[src/pkg/lpms_pkg.sv]
package lpms_pkg;

   // Register byte offsets on the Wishbone slave.
   localparam logic [7:0] LPMS_ADDR_MODE     = 8'h00;
   localparam logic [7:0] LPMS_ADDR_CLKSRC   = 8'h04;
   localparam logic [7:0] LPMS_ADDR_USBPLL   = 8'h08;
   localparam logic [7:0] LPMS_ADDR_PCLKEN   = 8'h0c;
   localparam logic [7:0] LPMS_ADDR_PCLKDIV  = 8'h10;
   localparam logic [7:0] LPMS_ADDR_CPUDIV   = 8'h14;
   localparam logic [7:0] LPMS_ADDR_STATUS   = 8'h18;
   localparam logic [7:0] LPMS_ADDR_WAKEMASK = 8'h1c;

   localparam int LPMS_NPERIPH = 8;
   localparam int LPMS_NIRQ    = 32;

   // Mode selection encodings.
   localparam logic [1:0] LPMS_MODE_SLEEP = 2'h0;
   localparam logic [1:0] LPMS_MODE_DEEP  = 2'h1;
   localparam logic [1:0] LPMS_MODE_PDOWN = 2'h2;

   // Clock source encodings.
   localparam logic [1:0] LPMS_SRC_RC   = 2'h0;
   localparam logic [1:0] LPMS_SRC_MAIN = 2'h1;
   localparam logic [1:0] LPMS_SRC_PLL  = 2'h2;

   // USB PLL control field positions.
   localparam int LPMS_USB_EN_BIT  = 0;
   localparam int LPMS_USB_CON_BIT = 1;

   // Reset values.
   localparam logic [31:0] LPMS_PCLKEN_RST  = 32'h0000_00ff;
   localparam logic [31:0] LPMS_PCLKDIV_RST = 32'h0000_0000;
   localparam logic [7:0]  LPMS_CPUDIV_RST  = 8'h00;

   // Timing figures.
   localparam int LPMS_CLK_MHZ        = 125;
   localparam int LPMS_RC_MHZ         = 4;
   localparam int LPMS_RC_START_US    = 60;
   localparam int LPMS_FLASH_START_US = 100;
   localparam int LPMS_RC_WAKE_CYC    = 4;
   localparam int LPMS_MAIN_WAKE_CYC  = 4096;
   // Ratio of system clock to one RC cycle, rounded up.
   localparam int LPMS_RC_RATIO       = (LPMS_CLK_MHZ + LPMS_RC_MHZ - 1) / LPMS_RC_MHZ;
   localparam int LPMS_RC_START_CYC   = LPMS_RC_START_US * LPMS_CLK_MHZ;
   localparam int LPMS_FLASH_RC_CYC   = LPMS_FLASH_START_US * LPMS_RC_MHZ;

   typedef enum logic [2:0] {
      LPMS_RUN,
      LPMS_SLEEP,
      LPMS_DEEP,
      LPMS_PDOWN,
      LPMS_RCSTART,
      LPMS_WAKECNT,
      LPMS_DPD
   } lpms_state_t;

endpackage

[src/rtl/lpms_sequencer.sv]
`timescale 1ns/1ps
// How it works
// - After reset the USB PLL is off; USB clock comes from main PLL 48 MHz.
// - USB PLL uses main oscillator only, 10-25 MHz in, 48 MHz 50% out.
// - Power-up and power-down wake run from the 4 MHz RC oscillator.
// - Every wake from power-down passes through the wake-up timer.
// - Sleep stops only the core clock; wake re-enables it.
// - Sleep holds execution until reset or interrupt; peripherals keep running.
// - Deep-sleep stops main oscillator and all clocks, retains state, holds pins.
// - Deep-sleep gates RC output but keeps it powered; RTC oscillator runs.
// - Deep-sleep turns off and disconnects the PLL, zeroes CPU and USB dividers.
// - Deep-sleep ends only on reset, clockless interrupt or RTC alarm; flash stays powered.
// - Deep-sleep wake waits 4 cycles from RC or 4096 from main oscillator.
// - Power-down also removes RC oscillator and flash power.
// - Flash wake counter counts RC cycles for 100 us; flash blocked until done.
// - Deep power-down entered only from the RTC; all but RTC and reset off.
// - Deep power-down ends only on reset pin or RTC alarm match.
// - Interrupt controller passes the enabled, serviceable interrupt mask.
// - Wake controller wakes on any masked interrupt without needing a clock.
// - Software can gate each peripheral clock individually.
// - Each peripheral has its own clock divider, separate from the CPU divider.
module lpms_sequencer
   import lpms_pkg::*;
(
   input  wire logic                       clk_i,
   input  wire logic                       rst_i,
   input  wire logic [7:0]                 wb_adr_i,
   input  wire logic [31:0]                wb_dat_i,
   input  wire logic [3:0]                 wb_sel_i,
   input  wire logic                       wb_we_i,
   input  wire logic                       wb_cyc_i,
   input  wire logic                       wb_stb_i,
   output logic      [31:0]                wb_dat_o,
   output logic                            wb_ack_o,
   input  wire logic                       sleep_req_i,
   input  wire logic [LPMS_NIRQ-1:0]       irq_mask_i,
   input  wire logic [LPMS_NIRQ-1:0]       irq_i,
   input  wire logic                       rtc_dpd_req_i,
   input  wire logic                       rtc_alarm_i,
   input  wire logic                       rc_tick_i,
   output logic                            cpu_clock_en_o,
   output logic                            periph_clock_en_o,
   output logic [LPMS_NPERIPH-1:0]         periph_gate_o,
   output logic [LPMS_NPERIPH*4-1:0]       periph_div_o,
   output logic [7:0]                      cpu_div_o,
   output logic [1:0]                      clk_src_o,
   output logic                            main_osc_en_o,
   output logic                            main_pll_en_o,
   output logic                            main_pll_connect_o,
   output logic                            internal_rc_osc_pwr_o,
   output logic                            internal_rc_osc_out_en_o,
   output logic                            usb_pll_pwr_o,
   output logic                            usb_pll_connect_o,
   output logic                            usb_div_zero_o,
   output logic                            flash_pwr_o,
   output logic                            flash_ready_o,
   output logic                            pin_hold_o,
   output logic                            chip_pwr_off_o,
   output logic                            wake_o
);

   ////////////////////////////////////////////////////////////////////////////
   typedef struct packed {
      lpms_state_t                 st;
      logic [1:0]                  mode;
      logic [1:0]                  src;
      logic [1:0]                  src_at_sleep;
      logic [1:0]                  usb;
      logic [LPMS_NPERIPH-1:0]     pclken;
      logic [LPMS_NPERIPH*4-1:0]   pclkdiv;
      logic [7:0]                  cpudiv;
      logic [LPMS_NIRQ-1:0]        wmask;
      logic [15:0]                 cnt;
      logic [15:0]                 fcnt;
      logic                        fbusy;
      logic                        ack;
      logic [31:0]                 rdat;
   } lpms_s_t;

   lpms_s_t s_reg;
   lpms_s_t s_next;

   logic        wb_req;
   logic        irq_hit;
   logic [31:0] wdat;

   // The wake match is purely combinational, so it needs no clock edge to see an interrupt.
   assign irq_hit = |(irq_i & s_reg.wmask);
   assign wb_req  = wb_cyc_i && wb_stb_i && !s_reg.ack;

   ////////////////////////////////////////////////////////////////////////////
   always_comb begin
      s_next = s_reg;
      s_next.ack = wb_req;
      wdat = 32'h0000_0000;
      for (int b = 0; b < 4; b++) begin
         wdat[b*8 +: 8] = wb_sel_i[b] ? wb_dat_i[b*8 +: 8] : 8'h00;
      end
      // Register writes.
      if (wb_req && wb_we_i) begin
         case (wb_adr_i)
            LPMS_ADDR_MODE: begin
               if (wb_sel_i[0] && wdat[1:0] != 2'h3) begin
                  s_next.mode = wdat[1:0];
               end
            end
            LPMS_ADDR_CLKSRC: begin
               // Selection is trusted; software must have stabilised the source first.
               if (wb_sel_i[0] && wdat[1:0] != 2'h3) begin
                  s_next.src = wdat[1:0];
               end
            end
            LPMS_ADDR_USBPLL: begin
               if (wb_sel_i[0]) begin
                  s_next.usb = wdat[1:0];
               end
            end
            LPMS_ADDR_PCLKEN: begin
               if (wb_sel_i[0]) begin
                  s_next.pclken = wdat[LPMS_NPERIPH-1:0];
               end
            end
            LPMS_ADDR_PCLKDIV: begin
               for (int b = 0; b < 4; b++) begin
                  if (wb_sel_i[b]) begin
                     s_next.pclkdiv[b*8 +: 8] = wdat[b*8 +: 8];
                  end
               end
            end
            LPMS_ADDR_CPUDIV: begin
               if (wb_sel_i[0]) begin
                  s_next.cpudiv = wdat[7:0];
               end
            end
            default: begin
            end
         endcase
      end
      // Register reads; unmapped addresses read zero but still acknowledge.
      s_next.rdat = 32'h0000_0000;
      if (wb_req && !wb_we_i) begin
         case (wb_adr_i)
            LPMS_ADDR_MODE:     s_next.rdat = {30'h0, s_reg.mode};
            LPMS_ADDR_CLKSRC:   s_next.rdat = {30'h0, s_reg.src};
            LPMS_ADDR_USBPLL:   s_next.rdat = {30'h0, s_reg.usb};
            LPMS_ADDR_PCLKEN:   s_next.rdat = {24'h0, s_reg.pclken};
            LPMS_ADDR_PCLKDIV:  s_next.rdat = s_reg.pclkdiv;
            LPMS_ADDR_CPUDIV:   s_next.rdat = {24'h0, s_reg.cpudiv};
            LPMS_ADDR_STATUS:   s_next.rdat = {27'h0, s_reg.fbusy, 1'b0, s_reg.st};
            LPMS_ADDR_WAKEMASK: s_next.rdat = s_reg.wmask;
            default:            s_next.rdat = 32'h0000_0000;
         endcase
      end
      // Flash wake counter runs on RC ticks once flash has power again.
      if (s_reg.fbusy && s_reg.st != LPMS_PDOWN && rc_tick_i) begin
         if (s_reg.fcnt == 16'(LPMS_FLASH_RC_CYC - 1)) begin
            s_next.fbusy = 1'b0;
         end else begin
            s_next.fcnt = s_reg.fcnt + 16'h0001;
         end
      end
      // Power-mode sequencer.
      case (s_reg.st)
         LPMS_RUN: begin
            if (rtc_dpd_req_i) begin
               s_next.st = LPMS_DPD;
            end else if (sleep_req_i) begin
               s_next.wmask = irq_mask_i;
               s_next.src_at_sleep = s_reg.src;
               case (s_reg.mode)
                  LPMS_MODE_DEEP: begin
                     s_next.st = LPMS_DEEP;
                  end
                  LPMS_MODE_PDOWN: begin
                     s_next.st = LPMS_PDOWN;
                     s_next.fbusy = 1'b1;
                  end
                  default: begin
                     s_next.st = LPMS_SLEEP;
                  end
               endcase
               if (s_reg.mode != LPMS_MODE_SLEEP) begin
                  // Entering a stopped-clock mode drops the PLLs and the CPU divider.
                  s_next.usb    = 2'h0;
                  s_next.cpudiv = 8'h00;
                  s_next.src    = LPMS_SRC_RC;
               end
            end
         end
         LPMS_SLEEP: begin
            // Any enabled interrupt resumes the core; mask was latched at entry.
            if (irq_hit) begin
               s_next.st = LPMS_RUN;
            end
         end
         LPMS_DEEP: begin
            if (irq_hit || rtc_alarm_i) begin
               s_next.st  = LPMS_WAKECNT;
               s_next.cnt = 16'h0000;
            end
         end
         LPMS_PDOWN: begin
            if (irq_hit || rtc_alarm_i) begin
               s_next.st  = LPMS_RCSTART;
               s_next.cnt = 16'h0000;
               s_next.fcnt = 16'h0000;
            end
         end
         LPMS_RCSTART: begin
            if (s_reg.cnt == 16'(LPMS_RC_START_CYC - 1)) begin
               s_next.st  = LPMS_WAKECNT;
               s_next.cnt = 16'h0000;
               s_next.src_at_sleep = LPMS_SRC_RC;
            end else begin
               s_next.cnt = s_reg.cnt + 16'h0001;
            end
         end
         LPMS_WAKECNT: begin
            // Counts system cycles: 4 RC cycles' worth when waking on RC, 4096 otherwise.
            if ((s_reg.src_at_sleep == LPMS_SRC_RC &&
                 s_reg.cnt == 16'(LPMS_RC_WAKE_CYC * LPMS_RC_RATIO - 1)) ||
                (s_reg.src_at_sleep != LPMS_SRC_RC &&
                 s_reg.cnt == 16'(LPMS_MAIN_WAKE_CYC - 1))) begin
               s_next.st = LPMS_RUN;
            end else begin
               s_next.cnt = s_reg.cnt + 16'h0001;
            end
         end
         LPMS_DPD: begin
            // Only the alarm or a chip reset leaves this state.
            if (rtc_alarm_i) begin
               s_next.st = LPMS_RUN;
            end
         end
         default: begin
            s_next.st = LPMS_RUN;
         end
      endcase
   end

   ////////////////////////////////////////////////////////////////////////////
   always_ff @(posedge clk_i) begin
      if (rst_i) begin
         s_reg         <= '0;
         s_reg.st      <= LPMS_RUN;
         s_reg.mode    <= LPMS_MODE_SLEEP;
         s_reg.src     <= LPMS_SRC_RC;
         s_reg.usb     <= 2'h0;
         s_reg.pclken  <= LPMS_PCLKEN_RST[LPMS_NPERIPH-1:0];
         s_reg.pclkdiv <= LPMS_PCLKDIV_RST;
         s_reg.cpudiv  <= LPMS_CPUDIV_RST;
      end else begin
         s_reg <= s_next;
      end
   end

   ////////////////////////////////////////////////////////////////////////////
   // Outputs are decoded from the next state and registered.
   logic stop_n;
   logic pd_n;
   assign stop_n = s_next.st == LPMS_RUN || s_next.st == LPMS_SLEEP;
   // The RC oscillator must have power again while its own start-up time runs.
   assign pd_n   = !(s_next.st == LPMS_PDOWN || s_next.st == LPMS_DPD);

   always_ff @(posedge clk_i) begin
      if (rst_i) begin
         wb_dat_o                 <= 32'h0000_0000;
         wb_ack_o                 <= 1'b0;
         cpu_clock_en_o           <= 1'b1;
         periph_clock_en_o        <= 1'b1;
         periph_gate_o            <= LPMS_PCLKEN_RST[LPMS_NPERIPH-1:0];
         periph_div_o             <= LPMS_PCLKDIV_RST;
         cpu_div_o                <= LPMS_CPUDIV_RST;
         clk_src_o                <= LPMS_SRC_RC;
         main_osc_en_o            <= 1'b0;
         main_pll_en_o            <= 1'b0;
         main_pll_connect_o       <= 1'b0;
         internal_rc_osc_pwr_o    <= 1'b1;
         internal_rc_osc_out_en_o <= 1'b1;
         usb_pll_pwr_o            <= 1'b0;
         usb_pll_connect_o        <= 1'b0;
         usb_div_zero_o           <= 1'b0;
         flash_pwr_o              <= 1'b1;
         flash_ready_o            <= 1'b1;
         pin_hold_o               <= 1'b0;
         chip_pwr_off_o           <= 1'b0;
         wake_o                   <= 1'b0;
      end else begin
         wb_dat_o                 <= s_next.rdat;
         wb_ack_o                 <= s_next.ack;
         cpu_clock_en_o           <= s_next.st == LPMS_RUN;
         periph_clock_en_o        <= stop_n;
         periph_gate_o            <= stop_n ? s_next.pclken : '0;
         periph_div_o             <= s_next.pclkdiv;
         cpu_div_o                <= s_next.cpudiv;
         clk_src_o                <= s_next.src;
         main_osc_en_o            <= stop_n && s_next.src != LPMS_SRC_RC;
         main_pll_en_o            <= stop_n && s_next.src == LPMS_SRC_PLL;
         main_pll_connect_o       <= stop_n && s_next.src == LPMS_SRC_PLL;
         internal_rc_osc_pwr_o    <= pd_n;
         internal_rc_osc_out_en_o <= stop_n;
         // The USB PLL runs from the main oscillator, so it needs that oscillator up.
         usb_pll_pwr_o            <= stop_n && s_next.usb[LPMS_USB_EN_BIT] &&
                                     s_next.src != LPMS_SRC_RC;
         usb_pll_connect_o        <= stop_n && s_next.usb[LPMS_USB_EN_BIT] &&
                                     s_next.usb[LPMS_USB_CON_BIT] &&
                                     s_next.src != LPMS_SRC_RC;
         usb_div_zero_o           <= !stop_n;
         flash_pwr_o              <= pd_n || s_next.st == LPMS_RCSTART ?
                                     s_next.st != LPMS_DPD && s_next.st != LPMS_PDOWN : 1'b0;
         flash_ready_o            <= !s_next.fbusy;
         pin_hold_o               <= !stop_n;
         chip_pwr_off_o           <= s_next.st == LPMS_DPD;
         wake_o                   <= s_next.st == LPMS_RUN && s_reg.st != LPMS_RUN;
      end
   end

endmodule

[config.mk]
export PLATFORM = sky130hd
export DESIGN_NAME = lpms_sequencer
export DESIGN_NICKNAME = d
export VERILOG_FILES = /design/src/pkg/lpms_pkg.sv /design/src/rtl/lpms_sequencer.sv
export SDC_FILE = /design/constraint.sdc
export NUM_CORES = 1
export LEC_CHECK = 0
export BUFFER_PORTS_ARGS = -buffer_cell sky130_fd_sc_hd__buf_4
export CAP_MARGIN = 20
export CORE_ASPECT_RATIO = 0.7
export CORE_UTILIZATION = 40
export DETAILED_ROUTE_END_ITERATION = 8
export SETUP_SLACK_MARGIN = 0.2
export SYNTH_ARGS = -nofsm -noshare
export SYNTH_HDL_FRONTEND = slang
export SYNTH_SLANG_ARGS = --single-unit
[constraint.sdc]
create_clock -name clk_i -period 3.3 [get_ports clk_i]
set_clock_uncertainty 0.15 [all_clocks]
set_input_delay 0.495 -clock clk_i [delete_from_list [all_inputs] [get_ports clk_i]]
set_output_delay 0.495 -clock clk_i [all_outputs]
set_load 0.05 [all_outputs]
==> results of run 1 <==
-- cell families (layout without fill, tap and decap cells) --
kind of cell | Yosys count | count (layout) | synth area share
adders and majority gates | 6 | 6 | 0.009836
muxes | 32 | 32 | 0.04557
buffers and inverters | 113 | 281 | 0.07967
xor gates and xnor gates | 15 | 15 | 0.01721
DFF | 176 | 176 | 0.4616
AOI/OAI and AO/OA | 192 | 192 | 0.1638
and+or+nand+nor | 365 | 365 | 0.2223
-- worst max-delay path: cells and delay by family (launching register included) --
family | cells | cell delay, ps
compound gates | 3 | 800
simple gates | 3 | 1030
flops | 1 | 390
fa+ha+maj | 1 | 250
-- routing by layer --
metal / up-vias / routed length, um / global-route usage
li1: 3440 / - / -
met5: - / 0 / 0
met3: 20 / 1406 / 0.04976
met4: 0 / 268 / 0.07292
met1: 3341 / 11840 / 0.3572
met2: 271 / 10280 / 0.3520
-- synthesized netlist by cell type (all sizes together), types with 7 or more instances --
master | n | area share
dfxtp | 176 | 0.46
nand2 | 146 | 0.072
nor2 | 90 | 0.045
a21oi | 88 | 0.058
buf | 55 | 0.051
a22oi | 46 | 0.045
nand3 | 43 | 0.028
clkbuf | 39 | 0.019
mux2i | 28 | 0.037
inv | 19 | 0.0093
nor3 | 16 | 0.013
nor4 | 12 | 0.011
xnor2 | 12 | 0.014
nand4 | 10 | 0.0082
o21ai | 10 | 0.0066
a311oi | 9 | 0.010
and2 | 8 | 0.0066
and3 | 7 | 0.0057
-- path summary, 6_finish.rpt --
check                      start         end
hold / removal    irq_mask_i[23]   s_reg[89]
setup reg to reg       s_reg[50]   s_reg[59]
hold reg to reg       s_reg[148]  s_reg[148]
setup / recovery       s_reg[50]   s_reg[59]
-- layout by cell type (no fill, tap or decap), drive strengths merged, types with 3 or more instances in the layout --
| cell type | n |
|---|---|
| buf | 230 |
| dfxtp | 176 |
| nand2 | 146 |
| nor2 | 90 |
| a21oi | 88 |
| a22oi | 46 |
| nand3 | 43 |
| mux2i | 28 |
| inv | 26 |
| clkbuf | 19 |
| nor3 | 16 |
| xnor2 | 12 |
| nor4 | 12 |
| nand4 | 10 |
| o21ai | 10 |
| a311oi | 9 |
| and2 | 8 |
| and3 | 7 |
| nor2b | 6 |
| ha | 6 |
| a221oi | 5 |
| nand2b | 5 |
| a32o | 5 |
| nand3b | 4 |
| a31oi | 4 |
| or4 | 4 |
| o211a | 3 |
| a41oi | 3 |
| o31ai | 3 |
| xor2 | 3 |
| clkinvlp | 3 |
-- stage by stage --
step,utilization,worst slack [ps],instance area (sq um)
after floorplan,-,788.6,7632
after global placement,0.4967,443.4,9121
after detailed placement,0.4971,436.5,9129
after CTS,0.5286,603.9,9708
after global routing,0.5286,400.8,9708
final,0.5286,577.5,9708
-- layout make-up --
| type | instances | share of cell area |
|---|---|---|
| well taps | 236 | 0.03042 |
| multi-input cells | 610 | 0.3618 |
| flip-flops and latches | 176 | 0.3629 |
| inverters | 19 | 0.007346 |
| clock buffers | 19 | 0.04459 |
| clock inverters | 13 | 0.01508 |
| repair buffers | 230 | 0.1779 |
-- power groups by stage --
stage               clock network [mW]  registers (mW)  logic, mW
floorplan                            0            2.36      0.289
detailed placement                   0            2.28      0.645
finish                            2.01            2.23      0.648
CTS                               2.04            2.23      0.647
global placement                     0            2.28      0.642
global route                      2.14            2.24      0.694
==> flow_metrics.tcl, run 1 <==
set metrics [dict create \
    cp.required_ps 3470 \
    cts_root_buffer "clkbuf_16" \
    antenna_found_initial 0 \
    grt_setup_unrepaired "false" \
    clock_latency_ps 440 \
    drc_errors 0 \
    status "completed" \
    grt.total_usage 0.2426 \
    fp.dieH_um 117.6 \
    seq_area_sq_um 3523 \
    die_area_sq_um 19650 \
    p_sw_mw 1.397 \
    crit_slowest_cell "or4_1" \
    ir_drop_v 0.0002754 \
    powerDensity_nw_per_um2 503.6 \
    gp_congestion 0.8825 \
    wl_mm 23.79 \
    switching_share 0.2858 \
    largest_reg_flops 82 \
    slew_viol_final 0 \
    htree_num_levels 4 \
    cp_cell_sequence "ha_1 -> nand3_1 -> or4_1 -> a21o_1 -> o211a_1 -> and3_1 -> a31o_1" \
    grt_max_degree 50 \
    dp_cells 1271 \
    dr.first_iter.drc_count 502 \
    cts_buffer_depth 2 \
    synth_area_per_cell_sq_um 8.490 \
    hpwl_mm 17.22 \
    p_seq_frac 0.457 \
    power_mw 4.889 \
    setup_viol 0 \
    cts_setup_buffers 0 \
    finalHoldViolCount 0 \
    synthToLayoutAreaGrowth_pct 27.20 \
    crit_fanout 15 \
    cap_violations 0 \
    startpoint_type "flip-flop" \
    ant_nets 0 \
    clock-sinks 176 \
    max_stage_delay_ps 580 \
    comb_power_share 0.133 \
    post_cts_resized 0 \
    endpoint_kind "flip-flop" \
    yosys_warnings 0 \
    worstSetupPathType "flip-flop to flip-flop" \
    hold_path_class "input port to flip-flop" \
    period_share 0.8250 \
    grt_pass1_wl_mm 37.34 \
    routedWlPerCell_um 18.26 \
    clk_pin_slew_ps 80 \
    nNetsFinal 1177 \
    vias_per_cell 5.427 \
    synthDistinctLibCells 60 \
    layout-drive-gt1-share 0.2559 \
    portBuffers 214 \
    ff2ff_setup_slack_ps 580 \
    cts_hold_buffers 0 \
    synth_nets 1022 \
    fillerInstances 1747 \
    antennaDiodeCount 0 \
    io_pins 215 \
    cts-buffers-inserted 17 \
    placementRows 41 \
    whs_ps 148.3 \
    grt_pass1_vias 6697 \
    synth_async_sr_flop_share 0 \
    fp.coreArea_sq_um 18370 \
    ys.flop_type "dfxtp_1" \
    hold_depth 3 \
    netlist_area_sq_um 7632 \
    max_freq_ghz 0.3673 \
    synth_edf_count 0 \
    initial_utilization 0.4156 \
    drtPass1Iterations 5 \
    fin_tns_setup_ps 0 \
    fin_crit_ps 2723 \
    r2r_cells 7 \
    leakage_nw 3.714 \
    p_int_mw 3.492 \
    worstPathArrival_ps 2900 \
    globalRouteOverflowTotal 0 \
    ys_ff_latch 176 \
    tritoncts "done" \
    die-width_um 167.1 \
    tightest_slew_ps 706.0 \
    ys_seq_area_frac 0.4616 \
    syn_inst 899 \
    relSlewSlack 0.5293 \
    p_clk_frac 0.411 \
    vias 7072 \
    multiInputGateArea_sq_um 3512 \
    final_cell_count_no_fill 1303 \
]
No activity file was read; power rests on OpenSTA's default activity.
==> run 2, diff against run 1 <==
--- a/config.mk
+++ b/config.mk
@@ -5,6 +5,7 @@
 export SDC_FILE = /design/constraint.sdc
 export NUM_CORES = 1
 export LEC_CHECK = 0
+export ABC_AREA = 1
 export BUFFER_PORTS_ARGS = -buffer_cell sky130_fd_sc_hd__buf_4
 export CAP_MARGIN = 20
 export CORE_ASPECT_RATIO = 0.7
==> constraint.sdc (replaced) <==
create_clock -name clk_i -period 2.8 [get_ports clk_i]
set_clock_uncertainty 0.15 [all_clocks]
set_input_delay 0.42 -clock clk_i [delete_from_list [all_inputs] [get_ports clk_i]]
set_output_delay 0.42 -clock clk_i [all_outputs]
set_load 0.05 [all_outputs]
==> run 2 against run 1 <==
Compared with the run above:
- clock-buffer cell count fell by 1
- combinational power grew to 2.6 times the previous value
- first-iteration DRC count is 35% higher
- largest power group unchanged
- sequential cell count is the same
- sequential share of layout area is 2.4 points lower
==> flow_metrics.tcl, run 2 <==
set metrics [dict create \
    ys.flop_type "dfxtp_1" \
    p_seq_frac 0.411 \
    wl_mm 26.07 \
    synth_area_leaders "dfxtp_1 43%, nand2_1 10%, nor2_1 9.1%" \
    fp.dieH_um 122.2 \
    wl_met1_mm 13.28 \
    antenna_found_initial 0 \
    cts_hold_buffers 0 \
    synth_top_area_frac 0.4270 \
    vias 8058 \
    cp_cell_sequence "ha_1 -> nand3_1 -> nor2_1 -> nand3_1 -> nand2_1 -> nand2_1 -> nand3_2 -> buf_4 -> o21bai_1 -> and2_1" \
    cap_violations 0 \
    dp_slack_ps 327.9 \
    cp.required_ps 2980 \
    status "completed" \
    fin_tns_setup_ps 0 \
    wl_met2_mm 10.87 \
    grt_pass1_vias 7512 \
    switching_share 0.3452 \
    dr.first_iter.drc_count 679 \
    finalHoldViolCount 0 \
    grt_setup_unrepaired "false" \
    critical_path_cell_count 10 \
    placementRows 43 \
    leakage_nw 4.399 \
    die_area_sq_um 21220 \
    ys_seq_area_frac 0.4270 \
    p_clk_frac 0.348 \
    synth_commonest_cells "222 x nand2_1, 200 x nor2_1, 176 x dfxtp_1" \
    routedWlPerCell_um 16.20 \
    largest_reg_flops 82 \
    globalRouteOverflowTotal 0 \
    grt_pass1_wl_mm 41.39 \
    synth_area_per_cell_sq_um 7.077 \
    synth_async_sr_flop_share 0 \
    synthDistinctLibCells 39 \
    powerDensity_nw_per_um2 675.0 \
    crit_slowest_cell "dfxtp_1" \
    startpoint_type "flip-flop" \
    synthToLayoutAreaGrowth_pct 25.84 \
    synth_edf_count 0 \
    portBuffers 214 \
    tightest_slew_ps 651.3 \
    max_stage_delay_ps 350 \
    yosys_warnings 0 \
    ys_ff_latch 176 \
    crit_buf_inv 1 \
    r2r_cells 10 \
    gp_congestion 0.9051 \
    ant_nets 0 \
    synth_top_area_cell "dfxtp_1" \
    p_sw_mw 2.420 \
    critPathTopFamily "simple AND/OR/NAND/NOR gates" \
    drc_errors 0 \
    final_common_cell "buf_4" \
    initial_utilization 0.4123 \
    hold_path_class "input port to flip-flop" \
    final_cell_mix "230 x buf_4, 222 x nand2_1, 199 x nor2_1, 176 x dfxtp_1, 97 x inv_1" \
    endpoint_kind "flip-flop" \
    top_layer_used "met4" \
    nNetsFinal 1449 \
    die-width_um 173.7 \
    grt.total_usage 0.2545 \
    period_share 0.8313 \
    crit_fanout 16 \
    syn_inst 1166 \
    worstSetupPathType "flip-flop to flip-flop" \
    fin_ws_ps 472.3 \
    ir_drop_v 0.0006428 \
    clk_pin_slew_ps 70 \
    setup_viol 0 \
    grt_max_degree 39 \
    cts-buffers-inserted 17 \
    cts_setup_buffers 0 \
    p_int_mw 4.589 \
    hpwl_mm 19.82 \
    drtPass1Iterations 5 \
    cts_buffer_depth 2 \
    clock_latency_ps 450 \
    wl_met3_mm 1.486 \
    antennaDiodeCount 0 \
    hold_depth 3 \
    netlist_area_sq_um 8252 \
    io_pins 215 \
    max_freq_ghz 0.4296 \
    post_cts_resized 0 \
    comb_power_share 0.241 \
    fp.coreArea_sq_um 20010 \
    post-synth-top-count-cell "nand2_1" \
    vias_per_cell 5.008 \
    clock-sinks 176 \
    worstPathArrival_ps 2510 \
    slew_viol_final 0 \
    htree_num_levels 4 \
    relSlewSlack 0.5648 \
    cts_root_buffer "clkbuf_16" \
    synth_nets 1289 \
    layout-drive-gt1-share 0.2255 \
    fin_crit_ps 2328 \
    post-route-util 0.5188 \
    tritoncts "done" \
]
run 2: tightest hold or removal path: stages:
cell	delay (ps)
buf_4	70
o21ai_0	70
nor2_1	80
run 2: power groups by stage:
stage / sequential [mW] / combinational (mW) / clock, mW
after floorplan: 3.16 / 0.915 / 0
after global placement: 2.93 / 1.68 / 0
after detailed placement: 2.93 / 1.69 / 0
after CTS: 2.88 / 1.70 / 2.48
after global routing: 2.90 / 1.87 / 2.59
final: 2.88 / 1.69 / 2.44
run 2: per-layer routing:
layer | up-vias | GRT usage
met1 | 3687 | 0.3727
li1 | 4074 | -
met2 | 266 | 0.3775
met3 | 31 | 0.04900
met4 | 0 | 0.07182
met5 | - | 0
run 2: worst paths after layout:
check	start	end	slack (ps)
min reg2reg	periph_div_o[18]	wb_dat_o[18]	330
max reg2reg	s_reg[50]	s_reg[55]	470
min	irq_mask_i[17]	s_reg[83]	80
max	s_reg[50]	s_reg[55]	470
run 2: kinds of logic (layout without fill, tap and decap cells):
kind of cell               count (synthesis)  count (layout)  synth area share
AOI/OAI and AO/OA                        167             167            0.1158
and+or+nand+nor                          609             609            0.3189
adders and majority gates                  6               6          0.009098
xor gates and xnor gates                  14              14           0.01486
buffers and inverters                    194             367            0.1143
DFF                                      176             176            0.4270
run 2: final cells by class:
type | count | area [sq um]
timing repair buffer | 231 | 1747
sequential | 176 | 3523
multi-input combinational | 796 | 3792
clock buffer | 18 | 439.2
fill | 1978 | 9630
clock inverter | 14 | 153.9
inverter | 104 | 390.4
tap | 270 | 337.8
run 2: metrics by stage:
step	instances	instance area (sq um)	power, mW	hold WS [ps]
finish	1609	10380	7.009	80.31
global route	1609	10380	7.361	69.11
CTS	1609	10380	7.049	60.70
detailed placement	1577	9791	4.616	319.3
global placement	1577	9791	4.611	297.6
floorplan	1166	8252	4.079	289.5
==> run 3, diff against run 2 <==
--- a/config.mk
+++ b/config.mk
@@ -11,6 +11,7 @@
 export CORE_ASPECT_RATIO = 0.7
 export CORE_UTILIZATION = 40
 export DETAILED_ROUTE_END_ITERATION = 8
+export PLACE_DENSITY = 0.66
 export SETUP_SLACK_MARGIN = 0.2
 export SYNTH_ARGS = -nofsm -noshare
 export SYNTH_HDL_FRONTEND = slang
==> constraint.sdc (replaced) <==
create_clock -name clk_i -period 2.1 [get_ports clk_i]
set_clock_uncertainty 0.15 [all_clocks]
set_input_delay 0.315 -clock clk_i [delete_from_list [all_inputs] [get_ports clk_i]]
set_output_delay 0.315 -clock clk_i [all_outputs]
set_load 0.05 [all_outputs]
==> run 3 against run 2 <==
Compared with the run above:
- via count increased by 4.8%
- first-iteration DRC count down 7.8%
- sequential share of layout area decreased by 2.5 points
- critical path depth unchanged
- clock power rose by 32%
- cell area increased by 8.8%
- power increased by 41%
- global-route usage shrank 0.45 points
- sequential power increased by 33%
- highest routed layer unchanged
==> flow_metrics.tcl, run 3 (synthesis results as in run 2) <==
set metrics [dict create \
    status "completed" \
    switching_share 0.3460 \
    hold_end "s_reg[91]" \
    grt_pass1_vias 7657 \
    grt_max_degree 37 \
    setup_viol 0 \
    initial_utilization 0.4123 \
    globalRouteOverflowTotal 0 \
    worstPathArrival_ps 2080 \
    post-route-util 0.5647 \
    whs_ps 9.288 \
    cap_violations 0 \
    routedWlPerCell_um 15.85 \
    r2r-end "s_reg[55]" \
    fp.dieH_um 122.2 \
    finalHoldViolCount 0 \
    period_share 0.9111 \
    endpoint_kind "flip-flop" \
    clock-sinks 176 \
    drtPass1Iterations 7 \
    grt_pass1_wl_mm 41.27 \
    min_from "irq_mask_i[25]" \
    final_cell_count_no_fill 1677 \
    grt_setup_unrepaired "true" \
    vias_per_cell 5.038 \
    slew_viol_final 0 \
    wl_mm 26.57 \
    final_cell_mix "266 x buf_4, 199 x nand2_1, 179 x nor2_1, 155 x dfxtp_1, 89 x inv_1" \
    fp.coreArea_sq_um 20010 \
    relSlewSlack 0.7437 \
    dp_cells 1605 \
    comb_power_share 0.285 \
    worstSetupPathType "flip-flop to flip-flop" \
    cts_buffer_depth 2 \
    fin_crit_ps 1913 \
    clock_latency_ps 430 \
    cts-buffers-inserted 17 \
    grt.total_usage 0.2499 \
    die_area_sq_um 21220 \
    startpoint_type "flip-flop" \
    leakage_nw 4.756 \
    cp.required_ps 2270 \
    hold_depth 3 \
    htree_num_levels 4 \
    hpwl_mm 19.69 \
    powerDensity_nw_per_um2 874.6 \
    dr.first_iter.drc_count 626 \
    power_mw 9.885 \
    fillerInstances 1944 \
    synthToLayoutAreaGrowth_pct 36.97 \
    tightest_slew_ps 384.5 \
    ir_drop_v 0.0009567 \
    vias 8448 \
    antenna_found_initial 0 \
    gp_congestion 0.8994 \
    clk_pin_slew_ps 70 \
    drc_errors 0 \
    max_freq_ghz 0.5227 \
    portBuffers 214 \
    cts_root_buffer "clkbuf_16" \
    p_clk_frac 0.327 \
    io_pins 215 \
    fin_tns_setup_ps 0 \
    largest_reg_flops 82 \
    die-width_um 173.7 \
    antennaDiodeCount 0 \
    ff2ff_setup_slack_ps 190 \
    p_int_mw 6.465 \
    hold_path_class "input port to flip-flop" \
    tritoncts "done" \
    r2r_cells 10 \
    p_sw_mw 3.420 \
    nNetsFinal 1517 \
    crit_fanout 6 \
    final_common_cell "buf_4" \
    placementRows 43 \
    p_seq_frac 0.388 \
    ant_nets 0 \
    reg2reg_from "s_reg[77]" \
    layout-drive-gt1-share 0.3063 \
]
[run 3: final cells by class]
| cell class | count | area, sq um | area share |
|---|---|---|---|
| clock buffers | 19 | 432.9 | 0.03830 |
| clock inverters | 13 | 153.9 | 0.01362 |
| inverters | 104 | 392.9 | 0.03476 |
| multi-input cells | 796 | 4055 | 0.3588 |
| flip-flops and latches | 176 | 3557 | 0.3147 |
| well taps | 270 | 337.8 | 0.02989 |
| repair buffers | 299 | 2372 | 0.2099 |
[run 3: worst max path at each step]
stage | start | endpoint | cells after the start
floorplan | s_reg[50] | s_reg[55] | 13
global placement | s_reg[155] | s_reg[63] | 12
detailed placement | s_reg[155] | s_reg[63] | 12
CTS | s_reg[56] | periph_gate_o[0] | 11
global route | wb_ack_o | usb_pll_pwr_o | 11
finish | s_reg[77] | s_reg[55] | 10
[run 3: per-stage QoR]
step           area [sq um]  worst slack (ps)
2_1_floorplan          8253             257.2
3_3_place_gp          10040             72.72
3_5_place_dp          10040             64.68
4_1_cts               10960             202.9
5_1_grt               11300             104.5
6_report              11300             186.8
[run 3: what timing repair did]
action	4_1_cts	5_1_grt
pin swaps	1	38
buffers inserted	3	12
setup endpoints to repair	44	52
resized for setup	21	91
hold buffers	25	0
hold endpoints to repair	24	0
[run 3: routing by layer]
layer | part of all wire | global-route usage | up-vias
met5 | 0 | 0 | -
met2 | 0.43 | 0.3800 | 320
met4 | 0.020 | 0.07456 | 0
li1 | - | - | 4217
met3 | 0.075 | 0.05150 | 37
met1 | 0.48 | 0.3550 | 3874
[run 3: power groups by stage]
| stage | logic (mW) | registers, mW | clock network (mW) |
|---|---|---|---|
| floorplan | 1.22 | 4.22 | 0 |
| global placement | 2.40 | 3.88 | 0 |
| detailed placement | 2.43 | 3.88 | 0 |
| CTS | 2.58 | 3.83 | 3.27 |
| global route | 3.04 | 3.87 | 3.43 |
| finish | 2.82 | 3.84 | 3.23 |
[run 3: critical path, cell delays in order (launching register included)]
cell      delay, ps
dfxtp_2         340
nand2_1          70
nand2_2         100
nor2_2          130
nand2_1          80
nor2_2          120
nand4_1         240
nand3_4         250
buf_6           150
o21bai_1         50
and2_1          130
